<file path="src/core/iob_map.vh">
// constants of the three-cell programmable pin block
// Functional notes
// - block accepts 21 fabric lines, seven per cell, one of each kind.
// - each cell returns one registered-or-direct input and one direct input.
// - six dedicated pin clocks are offered to every cell as clock choices.
// - each cell selects its own oe, enables, clear, sync clear, clocks.
// - input register has clock and enable chosen apart from output side.
// - output and oe registers share one clock and one clock enable.
// - each cell holds input, output and output-enable registers and two delay lines.
// - two direct input paths per cell, each with its own delay setting.
// - differing direct path delays make the input register unavailable.
// - delay settings exist for pin-fabric, pin-register and register-pin.
// - one clear-or-preset source per cell; clear or preset programmable.
// - registers take a programmed high or low value at config done.
// - low-initialised registers clear, high-initialised ones preset.
// - per-cell selectable synchronous clear acting on the clock edge.
// - pin data reaches fabric; fabric drives all cell inputs.
// - block holds up to three cells with their own connections.
`ifndef IOB_MAP_VH
`define IOB_MAP_VH

`define IOB_CELLS       3
`define IOB_DED_CLKS    6
`define IOB_ADDR_W      8
`define IOB_CFG_W       27
`define IOB_CFG_RST     27'h0000000
`define IOB_DLY_TAPS    7

// register byte offsets
`define IOB_OFS_CELL0   8'h00
`define IOB_OFS_CELL1   8'h04
`define IOB_OFS_CELL2   8'h08
`define IOB_OFS_CTRL    8'h0c
`define IOB_OFS_STAT    8'h10

// cell configuration fields
`define IOB_F_CKIN      2:0
`define IOB_F_CKOUT     5:3
`define IOB_F_CEIN      6
`define IOB_F_CEOUT     7
`define IOB_F_PRESET    8
`define IOB_F_ACLR      9
`define IOB_F_SCLR      10
`define IOB_F_INREG     11
`define IOB_F_OUTREG    12
`define IOB_F_OEREG     13
`define IOB_F_DLYA      17:15
`define IOB_F_DLYB      20:18
`define IOB_F_DLYR      23:21
`define IOB_F_DLYO      26:24

// clock select codes: 0..5 dedicated, then fabric, then every edge
`define IOB_CK_FABRIC   3'h6
`define IOB_CK_SYS      3'h7

// control and status fields
`define IOB_F_DONE      0
`define IOB_STAT_W      5
`define IOB_STAT_STRIDE 8

`define IOB_RESP_OKAY   2'h0
`define IOB_RESP_SLVERR 2'h2

`endif

</file>
<file path="src/core/iob_block.v">
// three-cell pin block with its configuration registers on AXI4-Lite
//
// The register offsets and the AXI4-Lite slave port were decided locally.
`timescale 1ns/1ps
`include "iob_map.vh"
module iob_block
(
  // clock and reset
  input  wire                   aclk,
  input  wire                   aresetn,
  // axi4-lite write address
  input  wire [`IOB_ADDR_W-1:0] s_axi_awaddr,
  input  wire [2:0]             s_axi_awprot,
  input  wire                   s_axi_awvalid,
  output wire                   s_axi_awready,
  // axi4-lite write data
  input  wire [31:0]            s_axi_wdata,
  input  wire [3:0]             s_axi_wstrb,
  input  wire                   s_axi_wvalid,
  output wire                   s_axi_wready,
  // axi4-lite write response
  output reg  [1:0]             s_axi_bresp,
  output reg                    s_axi_bvalid,
  input  wire                   s_axi_bready,
  // axi4-lite read address
  input  wire [`IOB_ADDR_W-1:0] s_axi_araddr,
  input  wire [2:0]             s_axi_arprot,
  input  wire                   s_axi_arvalid,
  output wire                   s_axi_arready,
  // axi4-lite read data
  output reg  [31:0]            s_axi_rdata,
  output reg  [1:0]             s_axi_rresp,
  output reg                    s_axi_rvalid,
  input  wire                   s_axi_rready,
  // dedicated pin clocks, as tick enables
  input  wire [5:0]             io_clk,
  // fabric data and control, one line per cell
  input  wire [2:0]             io_dataout,
  input  wire [2:0]             io_coe,
  input  wire [2:0]             io_cce_in,
  input  wire [2:0]             io_cce_out,
  input  wire [2:0]             io_cclk,
  input  wire [2:0]             io_caclr,
  input  wire [2:0]             io_csclr,
  // inputs back to fabric
  output wire [2:0]             io_datain,
  output wire [2:0]             comb_io_datain,
  // pins
  input  wire [2:0]             pin_in,
  output wire [2:0]             pin_out,
  output wire [2:0]             pin_oe_n
);

  // register index from a byte address; low two bits are ignored
  function [2:0] reg_index;
    input [`IOB_ADDR_W-1:0] addr;
    begin
      case ({addr[`IOB_ADDR_W-1:2], 2'b00})
        `IOB_OFS_CELL0: reg_index = 3'h0;
        `IOB_OFS_CELL1: reg_index = 3'h1;
        `IOB_OFS_CELL2: reg_index = 3'h2;
        `IOB_OFS_CTRL:  reg_index = 3'h3;
        `IOB_OFS_STAT:  reg_index = 3'h4;
        default:        reg_index = 3'h7;
      endcase
    end
  endfunction

  // merge write data into an old word under the byte strobes
  function [31:0] strobe_merge;
    input [31:0] old;
    input [31:0] data;
    input [3:0]  strb;
    integer      b;
    begin
      strobe_merge = old;
      for (b = 0; b < 4; b = b + 1)
        if (strb[b])
          strobe_merge[b*8 +: 8] = data[b*8 +: 8];
    end
  endfunction

  reg [`IOB_CFG_W-1:0]          cfg [0:`IOB_CELLS-1];
  reg [`IOB_ADDR_W-1:0]         aw_addr;
  reg                           aw_held;
  reg [31:0]                    w_data;
  reg [3:0]                     w_strb;
  reg                           w_held;
  reg                           init_load;
  reg [31:0]                    next_rdata;
  reg [1:0]                     next_rresp;
  reg [31:0]                    wr_word;
  wire [`IOB_STAT_W-1:0]        cell_state [0:`IOB_CELLS-1];
  wire [31:0]                   stat_word;
  wire [2:0]                    wr_idx;
  wire [2:0]                    rd_idx;
  wire                          wr_fire;
  wire [31:0]                   wr_merged;

  // address and data are taken in either order; no new one while
  // the response is pending, so at most one write is ever in flight
  assign s_axi_awready = ~aw_held & ~s_axi_bvalid;
  assign s_axi_wready  = ~w_held & ~s_axi_bvalid;
  assign s_axi_arready = ~s_axi_rvalid;
  assign wr_fire       = aw_held & w_held & ~s_axi_bvalid;
  assign wr_idx        = reg_index(aw_addr);
  assign rd_idx        = reg_index(s_axi_araddr);
  assign wr_merged     = strobe_merge(wr_word, w_data, w_strb);

  always @(posedge aclk)
  begin
    if (!aresetn)
    begin
      aw_addr <= {`IOB_ADDR_W{1'b0}};
      aw_held <= 1'b0;
    end
    else if (s_axi_awvalid && s_axi_awready)
    begin
      aw_addr <= s_axi_awaddr;
      aw_held <= 1'b1;
    end
    else if (wr_fire)
      aw_held <= 1'b0;
  end

  always @(posedge aclk)
  begin
    if (!aresetn)
    begin
      w_data <= 32'h00000000;
      w_strb <= 4'h0;
      w_held <= 1'b0;
    end
    else if (s_axi_wvalid && s_axi_wready)
    begin
      w_data <= s_axi_wdata;
      w_strb <= s_axi_wstrb;
      w_held <= 1'b1;
    end
    else if (wr_fire)
      w_held <= 1'b0;
  end

  // old word of the addressed cell, for strobe merging
  always @*
  begin
    wr_word = 32'h00000000;
    if (wr_idx < 3'h3)
      wr_word[`IOB_CFG_W-1:0] = cfg[wr_idx[1:0]];
  end

  // configuration store; the done bit only pulses the initial load
  genvar c;
  generate
    for (c = 0; c < `IOB_CELLS; c = c + 1)
    begin : g_cfg
      always @(posedge aclk)
      begin
        if (!aresetn)
          cfg[c] <= `IOB_CFG_RST;
        else if (wr_fire && wr_idx == c)
          cfg[c] <= wr_merged[`IOB_CFG_W-1:0];
      end
    end
  endgenerate

  always @(posedge aclk)
  begin
    if (!aresetn)
      init_load <= 1'b0;
    else
      init_load <= wr_fire && wr_idx == 3'h3 && w_strb[0] &&
                   w_data[`IOB_F_DONE];
  end

  // write response one cycle after both halves are held
  always @(posedge aclk)
  begin
    if (!aresetn)
    begin
      s_axi_bvalid <= 1'b0;
      s_axi_bresp  <= `IOB_RESP_OKAY;
    end
    else if (wr_fire)
    begin
      s_axi_bvalid <= 1'b1;
      s_axi_bresp  <= (wr_idx == 3'h7) ? `IOB_RESP_SLVERR
                                       : `IOB_RESP_OKAY;
    end
    else if (s_axi_bready)
      s_axi_bvalid <= 1'b0;
  end

  // read mux; status is read-only and writes to it are ignored
  always @*
  begin
    next_rdata = 32'h00000000;
    next_rresp = `IOB_RESP_OKAY;
    case (rd_idx)
      3'h0, 3'h1, 3'h2: next_rdata[`IOB_CFG_W-1:0] = cfg[rd_idx[1:0]];
      3'h3:             next_rdata = 32'h00000000;
      3'h4:             next_rdata = stat_word;
      default:          next_rresp = `IOB_RESP_SLVERR;
    endcase
  end

  always @(posedge aclk)
  begin
    if (!aresetn)
    begin
      s_axi_rvalid <= 1'b0;
      s_axi_rdata  <= 32'h00000000;
      s_axi_rresp  <= `IOB_RESP_OKAY;
    end
    else if (s_axi_arvalid && s_axi_arready)
    begin
      s_axi_rvalid <= 1'b1;
      s_axi_rdata  <= next_rdata;
      s_axi_rresp  <= next_rresp;
    end
    else if (s_axi_rready)
      s_axi_rvalid <= 1'b0;
  end

  // the cells themselves; each has its own seven fabric lines
  generate
    for (c = 0; c < `IOB_CELLS; c = c + 1)
    begin : g_cell
      iob_cell u_cell
      (
        .aclk           (aclk),
        .aresetn        (aresetn),
        .cfg            (cfg[c]),
        .init_load      (init_load),
        .io_clk         (io_clk),
        .io_cclk        (io_cclk[c]),
        .io_cce_in      (io_cce_in[c]),
        .io_cce_out     (io_cce_out[c]),
        .io_caclr       (io_caclr[c]),
        .io_csclr       (io_csclr[c]),
        .io_dataout     (io_dataout[c]),
        .io_coe         (io_coe[c]),
        .io_datain      (io_datain[c]),
        .comb_io_datain (comb_io_datain[c]),
        .pin_in         (pin_in[c]),
        .pin_out        (pin_out[c]),
        .pin_oe_n       (pin_oe_n[c]),
        .state          (cell_state[c])
      );
      assign stat_word[c*`IOB_STAT_STRIDE +: `IOB_STAT_STRIDE] =
        {3'h0, cell_state[c]};
    end
  endgenerate

  assign stat_word[31:`IOB_CELLS*`IOB_STAT_STRIDE] = 8'h00;

endmodule // iob_block

</file>
<file path="src/core/iob_cell.v">
// one programmable pin cell: three registers, clock and control selection
`timescale 1ns/1ps
`include "iob_map.vh"
module iob_cell
(
  // clock and reset
  input  wire                  aclk,
  input  wire                  aresetn,
  // configuration
  input  wire [`IOB_CFG_W-1:0] cfg,
  input  wire                  init_load,
  // clock choices
  input  wire [5:0]            io_clk,
  input  wire                  io_cclk,
  // fabric side
  input  wire                  io_cce_in,
  input  wire                  io_cce_out,
  input  wire                  io_caclr,
  input  wire                  io_csclr,
  input  wire                  io_dataout,
  input  wire                  io_coe,
  output wire                  io_datain,
  output wire                  comb_io_datain,
  // pin side
  input  wire                  pin_in,
  output wire                  pin_out,
  output wire                  pin_oe_n,
  // state for software
  output wire [`IOB_STAT_W-1:0] state
);

  // clocks arrive as one-cycle tick enables on aclk
  function clk_tick;
    input [2:0] sel;
    input [5:0] ded;
    input       fab;
    begin
      case (sel)
        3'h0, 3'h1, 3'h2, 3'h3, 3'h4, 3'h5: clk_tick = ded[sel];
        `IOB_CK_FABRIC: clk_tick = fab;
        default: clk_tick = 1'b1;
      endcase
    end
  endfunction

  // tap 0 is the undelayed signal
  function tap;
    input [2:0]               sel;
    input                     now;
    input [`IOB_DLY_TAPS-1:0] line;
    begin
      if (sel == 3'h0)
        tap = now;
      else
        tap = line[sel - 3'h1];
    end
  endfunction

  reg                      in_reg;
  reg                      out_reg;
  reg                      oe_reg;
  reg [`IOB_DLY_TAPS-1:0]  pin_dly;
  reg [`IOB_DLY_TAPS-1:0]  out_dly;

  wire in_edge  = clk_tick(cfg[`IOB_F_CKIN], io_clk, io_cclk);
  wire out_edge = clk_tick(cfg[`IOB_F_CKOUT], io_clk, io_cclk);
  wire in_ce    = ~cfg[`IOB_F_CEIN] | io_cce_in;
  wire out_ce   = ~cfg[`IOB_F_CEOUT] | io_cce_out;
  wire init_val = cfg[`IOB_F_PRESET];
  wire aclr_hit = cfg[`IOB_F_ACLR] & io_caclr;
  wire sclr_hit = cfg[`IOB_F_SCLR] & io_csclr;
  // two differing direct-path delays take the input register away
  wire in_block = cfg[`IOB_F_DLYA] != cfg[`IOB_F_DLYB];
  wire in_use   = cfg[`IOB_F_INREG] & ~in_block;
  wire out_val  = cfg[`IOB_F_OUTREG] ? out_reg : io_dataout;
  wire oe_val   = cfg[`IOB_F_OEREG] ? oe_reg : io_coe;

  // delay lines run every cycle so a setting change takes effect at once
  always @(posedge aclk)
  begin
    if (!aresetn)
    begin
      pin_dly <= {`IOB_DLY_TAPS{1'b0}};
      out_dly <= {`IOB_DLY_TAPS{1'b0}};
    end
    else
    begin
      pin_dly <= {pin_dly[`IOB_DLY_TAPS-2:0], pin_in};
      out_dly <= {out_dly[`IOB_DLY_TAPS-2:0], out_val};
    end
  end

  // the three cell registers; the two delay lines are the only other storage
  always @(posedge aclk)
  begin
    if (!aresetn)
    begin
      in_reg  <= 1'b0;
      out_reg <= 1'b0;
      oe_reg  <= 1'b0;
    end
    else if (init_load || aclr_hit)
    begin
      in_reg  <= init_val;
      out_reg <= init_val;
      oe_reg  <= init_val;
    end
    else
    begin
      if (in_edge && sclr_hit)
        in_reg <= init_val;
      else if (in_edge && in_ce && in_use)
        in_reg <= tap(cfg[`IOB_F_DLYR], pin_in, pin_dly);
      if (out_edge && sclr_hit)
      begin
        out_reg <= init_val;
        oe_reg  <= init_val;
      end
      else if (out_edge && out_ce)
      begin
        out_reg <= io_dataout;
        oe_reg  <= io_coe;
      end
    end
  end

  assign io_datain      = in_use ? in_reg :
                          tap(cfg[`IOB_F_DLYA], pin_in, pin_dly);
  assign comb_io_datain = tap(cfg[`IOB_F_DLYB], pin_in, pin_dly);
  assign pin_out        = tap(cfg[`IOB_F_DLYO], out_val, out_dly);
  assign pin_oe_n       = ~oe_val;
  assign state          = {in_block, oe_reg, out_reg, in_reg, pin_in};

endmodule // iob_cell

</file>
<file path="config.mk">
export PLATFORM = sky130hd
export DESIGN_NAME = iob_block
export DESIGN_NICKNAME = d
export VERILOG_FILES = /design/src/core/iob_block.v /design/src/core/iob_cell.v
export VERILOG_INCLUDE_DIRS = /design/src /design/src/core
export SDC_FILE = /design/constraint.sdc
export NUM_CORES = 1
export LEC_CHECK = 0
export ABC_AREA = 0
export ABC_CLOCK_PERIOD_IN_PS = 6300
export BUFFER_PORTS_ARGS = -buffer_cell sky130_fd_sc_hd__buf_2
export CAP_MARGIN = 20
export CORE_ASPECT_RATIO = 0.5
export CORE_MARGIN = 5
export CORE_UTILIZATION = 40
export CTS_CLUSTER_DIAMETER = 50
export DETAILED_ROUTE_END_ITERATION = 6
export HOLD_SLACK_MARGIN = 0.05
export REMOVE_ABC_BUFFERS = 1
export SYNTH_ARGS = -nofsm -noshare
export SYNTH_HDL_FRONTEND = slang
export SYNTH_HIERARCHICAL = 1
export SYNTH_SLANG_ARGS = --single-unit
</file>
<file path="constraint.sdc">
create_clock -name aclk -period 6.3 [get_ports aclk]
set_input_delay 0.315 -clock aclk [delete_from_list [all_inputs] [get_ports aclk]]
set_output_delay 0.315 -clock aclk [all_outputs]
set_load 0.03 [all_outputs]
</file>
==> results of run 1 <==
==> metal layers <==
layer / GRT usage [%] / wire length [um] / up-vias
met2: 37.9 / 17200 / 428
met4: 6.52 / 1090 / 0
met1: 29.8 / 15400 / 4788
li1: - / - / 4467
met3: 2.98 / 2690 / 68
met5: 0 / 0 / -
==> synthesized netlist by cell type (10+ instances only) <==
| cell | number |
|---|---|
| a211oi_1 | 10 |
| a211oi_2 | 14 |
| a21oi_1 | 131 |
| a32oi_1 | 24 |
| and2_1 | 42 |
| buf_2 | 10 |
| buf_4 | 23 |
| clkbuf_1 | 48 |
| dfxtp_1 | 122 |
| edfxtp_1 | 81 |
| ha_1 | 24 |
| inv_1 | 65 |
| mux2_2 | 27 |
| mux2i_1 | 39 |
| mux4_2 | 12 |
| nand2_1 | 110 |
| nand2b_1 | 13 |
| nand3_1 | 22 |
| nand3b_1 | 50 |
| nor2_1 | 89 |
| nor3_1 | 17 |
| o211ai_1 | 17 |
| o21ai_0 | 52 |
==> power groups by stage <==
stage	clock network [W]	logic [W]	registers, W
floorplan	0	0.000301	0.00152
global placement	0	0.000498	0.00152
detailed placement	0	0.000511	0.00153
CTS	0.00129	0.000522	0.00150
global route	0.00134	0.000565	0.00151
finish	0.00127	0.000530	0.00150
==> metrics by stage <==
stage / setup slack, ns / total power, W
2_1_floorplan: 2.53 / 0.00182
3_3_place_gp: 3.33 / 0.00202
3_5_place_dp: 3.29 / 0.00204
4_1_cts: 3.16 / 0.00331
5_1_grt: 3.03 / 0.00341
6_report: 3.19 / 0.00330
==> logic make-up after synthesis <==
logic type,Yosys count,share of synthesized area [%]
muxes,81,9.37
xor gates and xnor gates,12,0.944
AOI/OAI and AO/OA,310,18.3
and+or+nand+nor,392,18.5
other,1,0.0337
adders and majority gates,24,2.70
DFF,203,43.8
buffers and inverters,155,6.32
==> timing repair <==
action | CTS | global route
hold buffers | 20 | 1
endpoints found under the hold margin | 20 | 1
gates resized for setup | 0 | 0
==> worst max-delay path: cells and delay by family (launching register included) <==
kind / cells / cell delay (ns)
flops: 1 / 0.52
compound gates: 2 / 0.52
buf+inv: 2 / 0.37
fa+ha+maj: 1 / 0.37
simple gates: 2 / 0.36
mux: 1 / 0.14
==> worst paths after layout <==
kind              cells past startpoint                            to                    startpoint
setup / recovery                      8                  io_datain[2]      cfg[2][15]$_SDFFCE_PN0P_
hold / removal                        3        w_data[1]$_SDFFE_PN0P_                s_axi_wdata[1]
setup reg to reg                      5      cfg[2][25]$_SDFFCE_PN0P_       aw_addr[5]$_SDFFE_PN0P_
hold reg to reg                       2  s_axi_rdata[22]$_SDFFE_PN0P_  s_axi_rdata[22]$_SDFFE_PN0P_
==> cell type report <==
type                    count  area (um2)  area share (%)
flip-flops and latches    203        4870            37.9
multi-input cells         826        5590            43.4
well taps                 382         478            3.71
clock inverters             6        88.8           0.690
inverters                  66         248            1.92
repair buffers            166         990            7.69
clock buffers              31         603            4.68
==> flow_metrics.tcl, run 1 <==
set metrics [dict create \
    layout_common_cells "a21oi_1, buf_2, dfxtp_1" \
    chipWidth_um 246 \
    final_util_pct 46.7 \
    power.density_mw_per_mm2 256 \
    p_int_w 0.00236 \
    crit_fanout 6 \
    h-tree-depth 1 \
    yosysTopAreaCellShare_pct 21.9 \
    cts_buffer_depth 3 \
    cap_violations 0 \
    synth-async-reset-ratio_pct 0 \
    layout_min_cycle_time_ns 3.11 \
    rsz0062_at_grt "no" \
    core_mm2 0.0275 \
    drtPass1Iterations 5 \
    whs_ns 0.0518 \
    p_comb_share_pct 16.1 \
    hold_viol_final 0 \
    drv_slew 0 \
    wirelength_mm 36.4 \
    outcome "finished, final reports clean" \
    yosys_warnings 6 \
    cts_buffers 21 \
    die-height_um 128 \
    ant_nets 0 \
    grt_pass1_wl_mm 54.6 \
    relSlewSlack_pct 19.4 \
    antenna_found_initial 1 \
    end_kind "output pin" \
    layout_commonest_cell "a21oi_1" \
    globalRouteOverflowTotal 0 \
    vias_per_cell 5.80 \
    synth_edf_count 81 \
    diodes 0 \
    route.detailed.drc 0 \
    crit_arrival_ns 2.80 \
    pin_count 148 \
    seq_power_share_pct 45.4 \
    yosysTopAreaCell "dfxtp_1" \
    cts_tree "done" \
    largest_register_ffs 81 \
    path_clk_slew_ns 0.07 \
    yosysSeqAreaShare_pct 43.8 \
    area_growth_pct 15.6 \
    placed_cells 1621 \
    place_area_mm2 0.0120 \
    vias 9751 \
    die_area_mm2 0.0315 \
    period_share_pct 49.4 \
    tns_ns 0 \
    vdd_ir_drop_max_mv 0.222 \
    synth_cells 1178 \
    synth_area_mm2 0.0111 \
    root_buffer "clkbuf_16" \
    initial_core_util_pct 40.4 \
    postLayoutCellArea_mm2 0.0129 \
    dp_hpwl_mm 25.3 \
    cts_setup_buffers 0 \
    gp_congestion 0.915 \
    worst_pin_slew_ns 1.21 \
    portBuffers 125 \
    grt_pass1_vias 9298 \
    numClockSinks 203 \
    post_synth_num_cell_types 63 \
    fmax_ghz 0.321 \
    regMostFlops "cfg" \
    routedWlPerCell_um 21.6 \
    rows 43 \
    path_cells "inv_1, ha_1, mux2i_1, o21ai_0, nand3b_1, and4_1, a21oi_1, buf_2" \
    hold_class "in -> reg" \
    drt-initial-drc-count 1055 \
    r2r_setup_slack_ns 3.44 \
    grt_usage_pct 22.2 \
    nFillCells 2628 \
    p_sw_w 0.000945 \
    ys.flop_type "dfxtp_1" \
    final_cells 1680 \
    fin_nets 1403 \
    required_ns 5.98 \
    avgSynthCellArea_um2 9.45 \
    drive_gt1_share_pct 19.4 \
    startpoint_type "flip-flop" \
    reg_top3 "cfg (81), s_axi_rdata (27), w_data (27)" \
    clock_latency_ns 0.51 \
    p_clk_share_pct 38.5 \
    ys_ff_latch 203 \
    grt_max_degree 72 \
    skew_ns 0.00951 \
    cp_slowest_stage_delay_ns 0.52 \
    switching_share_pct 28.6 \
    synthTopCellsByArea "dfxtp_1, edfxtp_1, a21oi_1" \
    p_leak_nw 4.96 \
    path_class "reg -> out" \
    finalSetupViolCount 0 \
    slowest_stage "edfxtp_1" \
]
Note: power is estimated with default switching activity, not from simulation.
==> inputs of run 2 (changes only) <==
Settings changed: ABC_CLOCK_PERIOD_IN_PS 6300 to 2500.
Clock period 6.3 ns to 2.5 ns, I/O delays scaled along.
==> run 2 against run 1 <==
  * The run now ends with negative setup slack left
  * Die area is the same
  * Total power increased to 2.6 times the previous value
  * Register-to-register slack worse by 3.2 ns
  * Sequential share of layout area fell by 2.8 points
  * Largest cell class unchanged
  * Largest power group unchanged
==> flow_metrics.tcl, run 2 (same netlist as run 1, synthesis figures left out) <==
set metrics [dict create \
    multi_input_comb_area_mm2 0.00573 \
    regMostFlops "cfg" \
    worstSetupStartpoint "cfg[1][16]$_SDFFCE_PN0P_" \
    outcome "finished, violations left" \
    dr_wl_met3_mm 3.28 \
    fin_nets 1495 \
    routedWlPerCell_um 21.4 \
    relSlewSlack_pct 51.3 \
    wl_met1_mm 15.6 \
    clock_latency_ns 0.51 \
    antenna_found_initial 0 \
    grt_max_degree 65 \
    total_power_w 0.00857 \
    rows 43 \
    violations "negative setup slack" \
    seqCellArea_mm2 0.00487 \
    grt_pass1_wl_mm 57.8 \
    hold_viol_final 0 \
    dp_hpwl_mm 26.5 \
    layout_min_cycle_time_ns 2.51 \
    p_leak_nw 5.44 \
    cts_buffers 22 \
    vias_per_cell 5.73 \
    gp_congestion 0.939 \
    cts_tree "done" \
    worst_pin_slew_ns 0.730 \
    fmax_ghz 0.399 \
    grt_pass1_vias 10000 \
    pin_count 148 \
    cap_violations 0 \
    hold_start "s_axi_araddr[2]" \
    path_class "reg -> out" \
    diodes 0 \
    setup_ws_ns -0.00502 \
    initial_core_util_pct 40.4 \
    hold_class "in -> reg" \
    wirelength_mm 38.0 \
    path_clk_slew_ns 0.06 \
    finalSetupViolCount 2 \
    nFillCells 2555 \
    cts_buffer_depth 3 \
    end_kind "output pin" \
    rsz0062_at_grt "yes" \
    layout_commonest_cell "a21oi_1" \
    reg2reg_from "aw_addr[5]$_SDFFE_PN0P_" \
    route.detailed.drc 0 \
    largest_register_ffs 81 \
    placed_cells 1653 \
    vias 10200 \
    h-tree-depth 1 \
    core_mm2 0.0275 \
    globalRouteOverflowTotal 0 \
    area_growth_pct 25.0 \
    layout_common_cells "a21oi_1, dfxtp_1, buf_2" \
    reg_top3 "cfg (81), s_axi_rdata (27), w_data (27)" \
    die-height_um 128 \
    wl_met2_mm 17.6 \
    final_cells 1774 \
    ant_nets 0 \
    drv_slew 0 \
    period_share_pct 100 \
    die_area_mm2 0.0315 \
    skew_ns 0.0165 \
    r2r_setup_slack_ns 0.21 \
    drtPass1Iterations 5 \
    grt_usage_pct 23.4 \
    crit_fanout 2 \
    startpoint_type "flip-flop" \
    portBuffers 125 \
    vdd_ir_drop_max_mv 0.535 \
    drive_gt1_share_pct 24.6 \
    whs_ns 0.161 \
    root_buffer "clkbuf_16" \
    route.top_layer_used "met4" \
    numClockSinks 203 \
    required_ns 2.38 \
    drt-initial-drc-count 1168 \
    chipWidth_um 246 \
    power.density_mw_per_mm2 616 \
    crit_arrival_ns 2.38 \
]
run 2: cell types whose count changed in the layout (fill, tap and decap cells not counted), moves of 5 or more:
cell / before / now
ha_4: 0 / 9
inv_2: 0 / 15
buf_6: 1 / 8
inv_1: 65 / 50
dlygate4sd3_1: 21 / 52
ha_1: 24 / 15
buf_12: 0 / 5
buf_2: 125 / 117
buf_4: 19 / 75
run 2: path summary, 6_finish.rpt:
kind,endpoint,depth (start not counted)
max,io_datain[1],8
min,s_axi_rdata[24]$_SDFFE_PN0P_,4
max reg2reg,cfg[0][3]$_SDFFCE_PN0P_,4
min reg2reg,s_axi_rdata[5]$_SDFFE_PN0P_,2
run 2: final cells by class:
cell class / count / area share (%)
clock inverters: 10 / 0.630
inverters: 66 / 1.78
clock buffers: 30 / 4.55
well taps: 382 / 3.44
flip-flops and latches: 203 / 35.0
repair buffers: 257 / 13.4
multi-input cells: 826 / 41.2
run 2: critical path, stage by stage, from the launching register on:
cell	delay (ns)
edfxtp_1	0.42
inv_2	0.13
ha_4	0.21
mux4_2	0.30
and3b_1	0.18
a31oi_1	0.15
and4_4	0.27
a21oi_4	0.06
buf_6	0.14
run 2: power by group:
group | switching, W | internal [W] | total [W]
clock | 0.00137 | 0.00189 | 0.00327
combinational | 0.000947 | 0.000608 | 0.00155
sequential | 0.000163 | 0.00359 | 0.00375
total | 0.00248 | 0.00609 | 0.00857
run 2: routing by layer:
metal  track usage [%]  vias up
met2              38.5      479
met4              8.69        0
met5                 0        -
li1                  -     4648
met1              31.5     4930
met3              3.69      102
run 2: timing repair:
item,4_1_cts,5_1_grt
endpoints found under the setup margin,9,9
hold endpoints to repair,55,0
pin swaps,3,9
buffers inserted,13,16
hold buffers,52,0
resized for setup,22,29
run 2: stage by stage:
stage          setup WS (ns)  TNS [ns]  instance area, um2  util, %
2_1_floorplan          -1.27    -62.59               10700        -
3_3_place_gp           0.330         0               12300     44.5
3_5_place_dp           0.234         0               12300     44.5
4_1_cts             -0.00632  -0.00632               13700     49.7
5_1_grt              -0.0917    -0.313               13900     50.5
6_report            -0.00502  -0.00801               13900     50.5
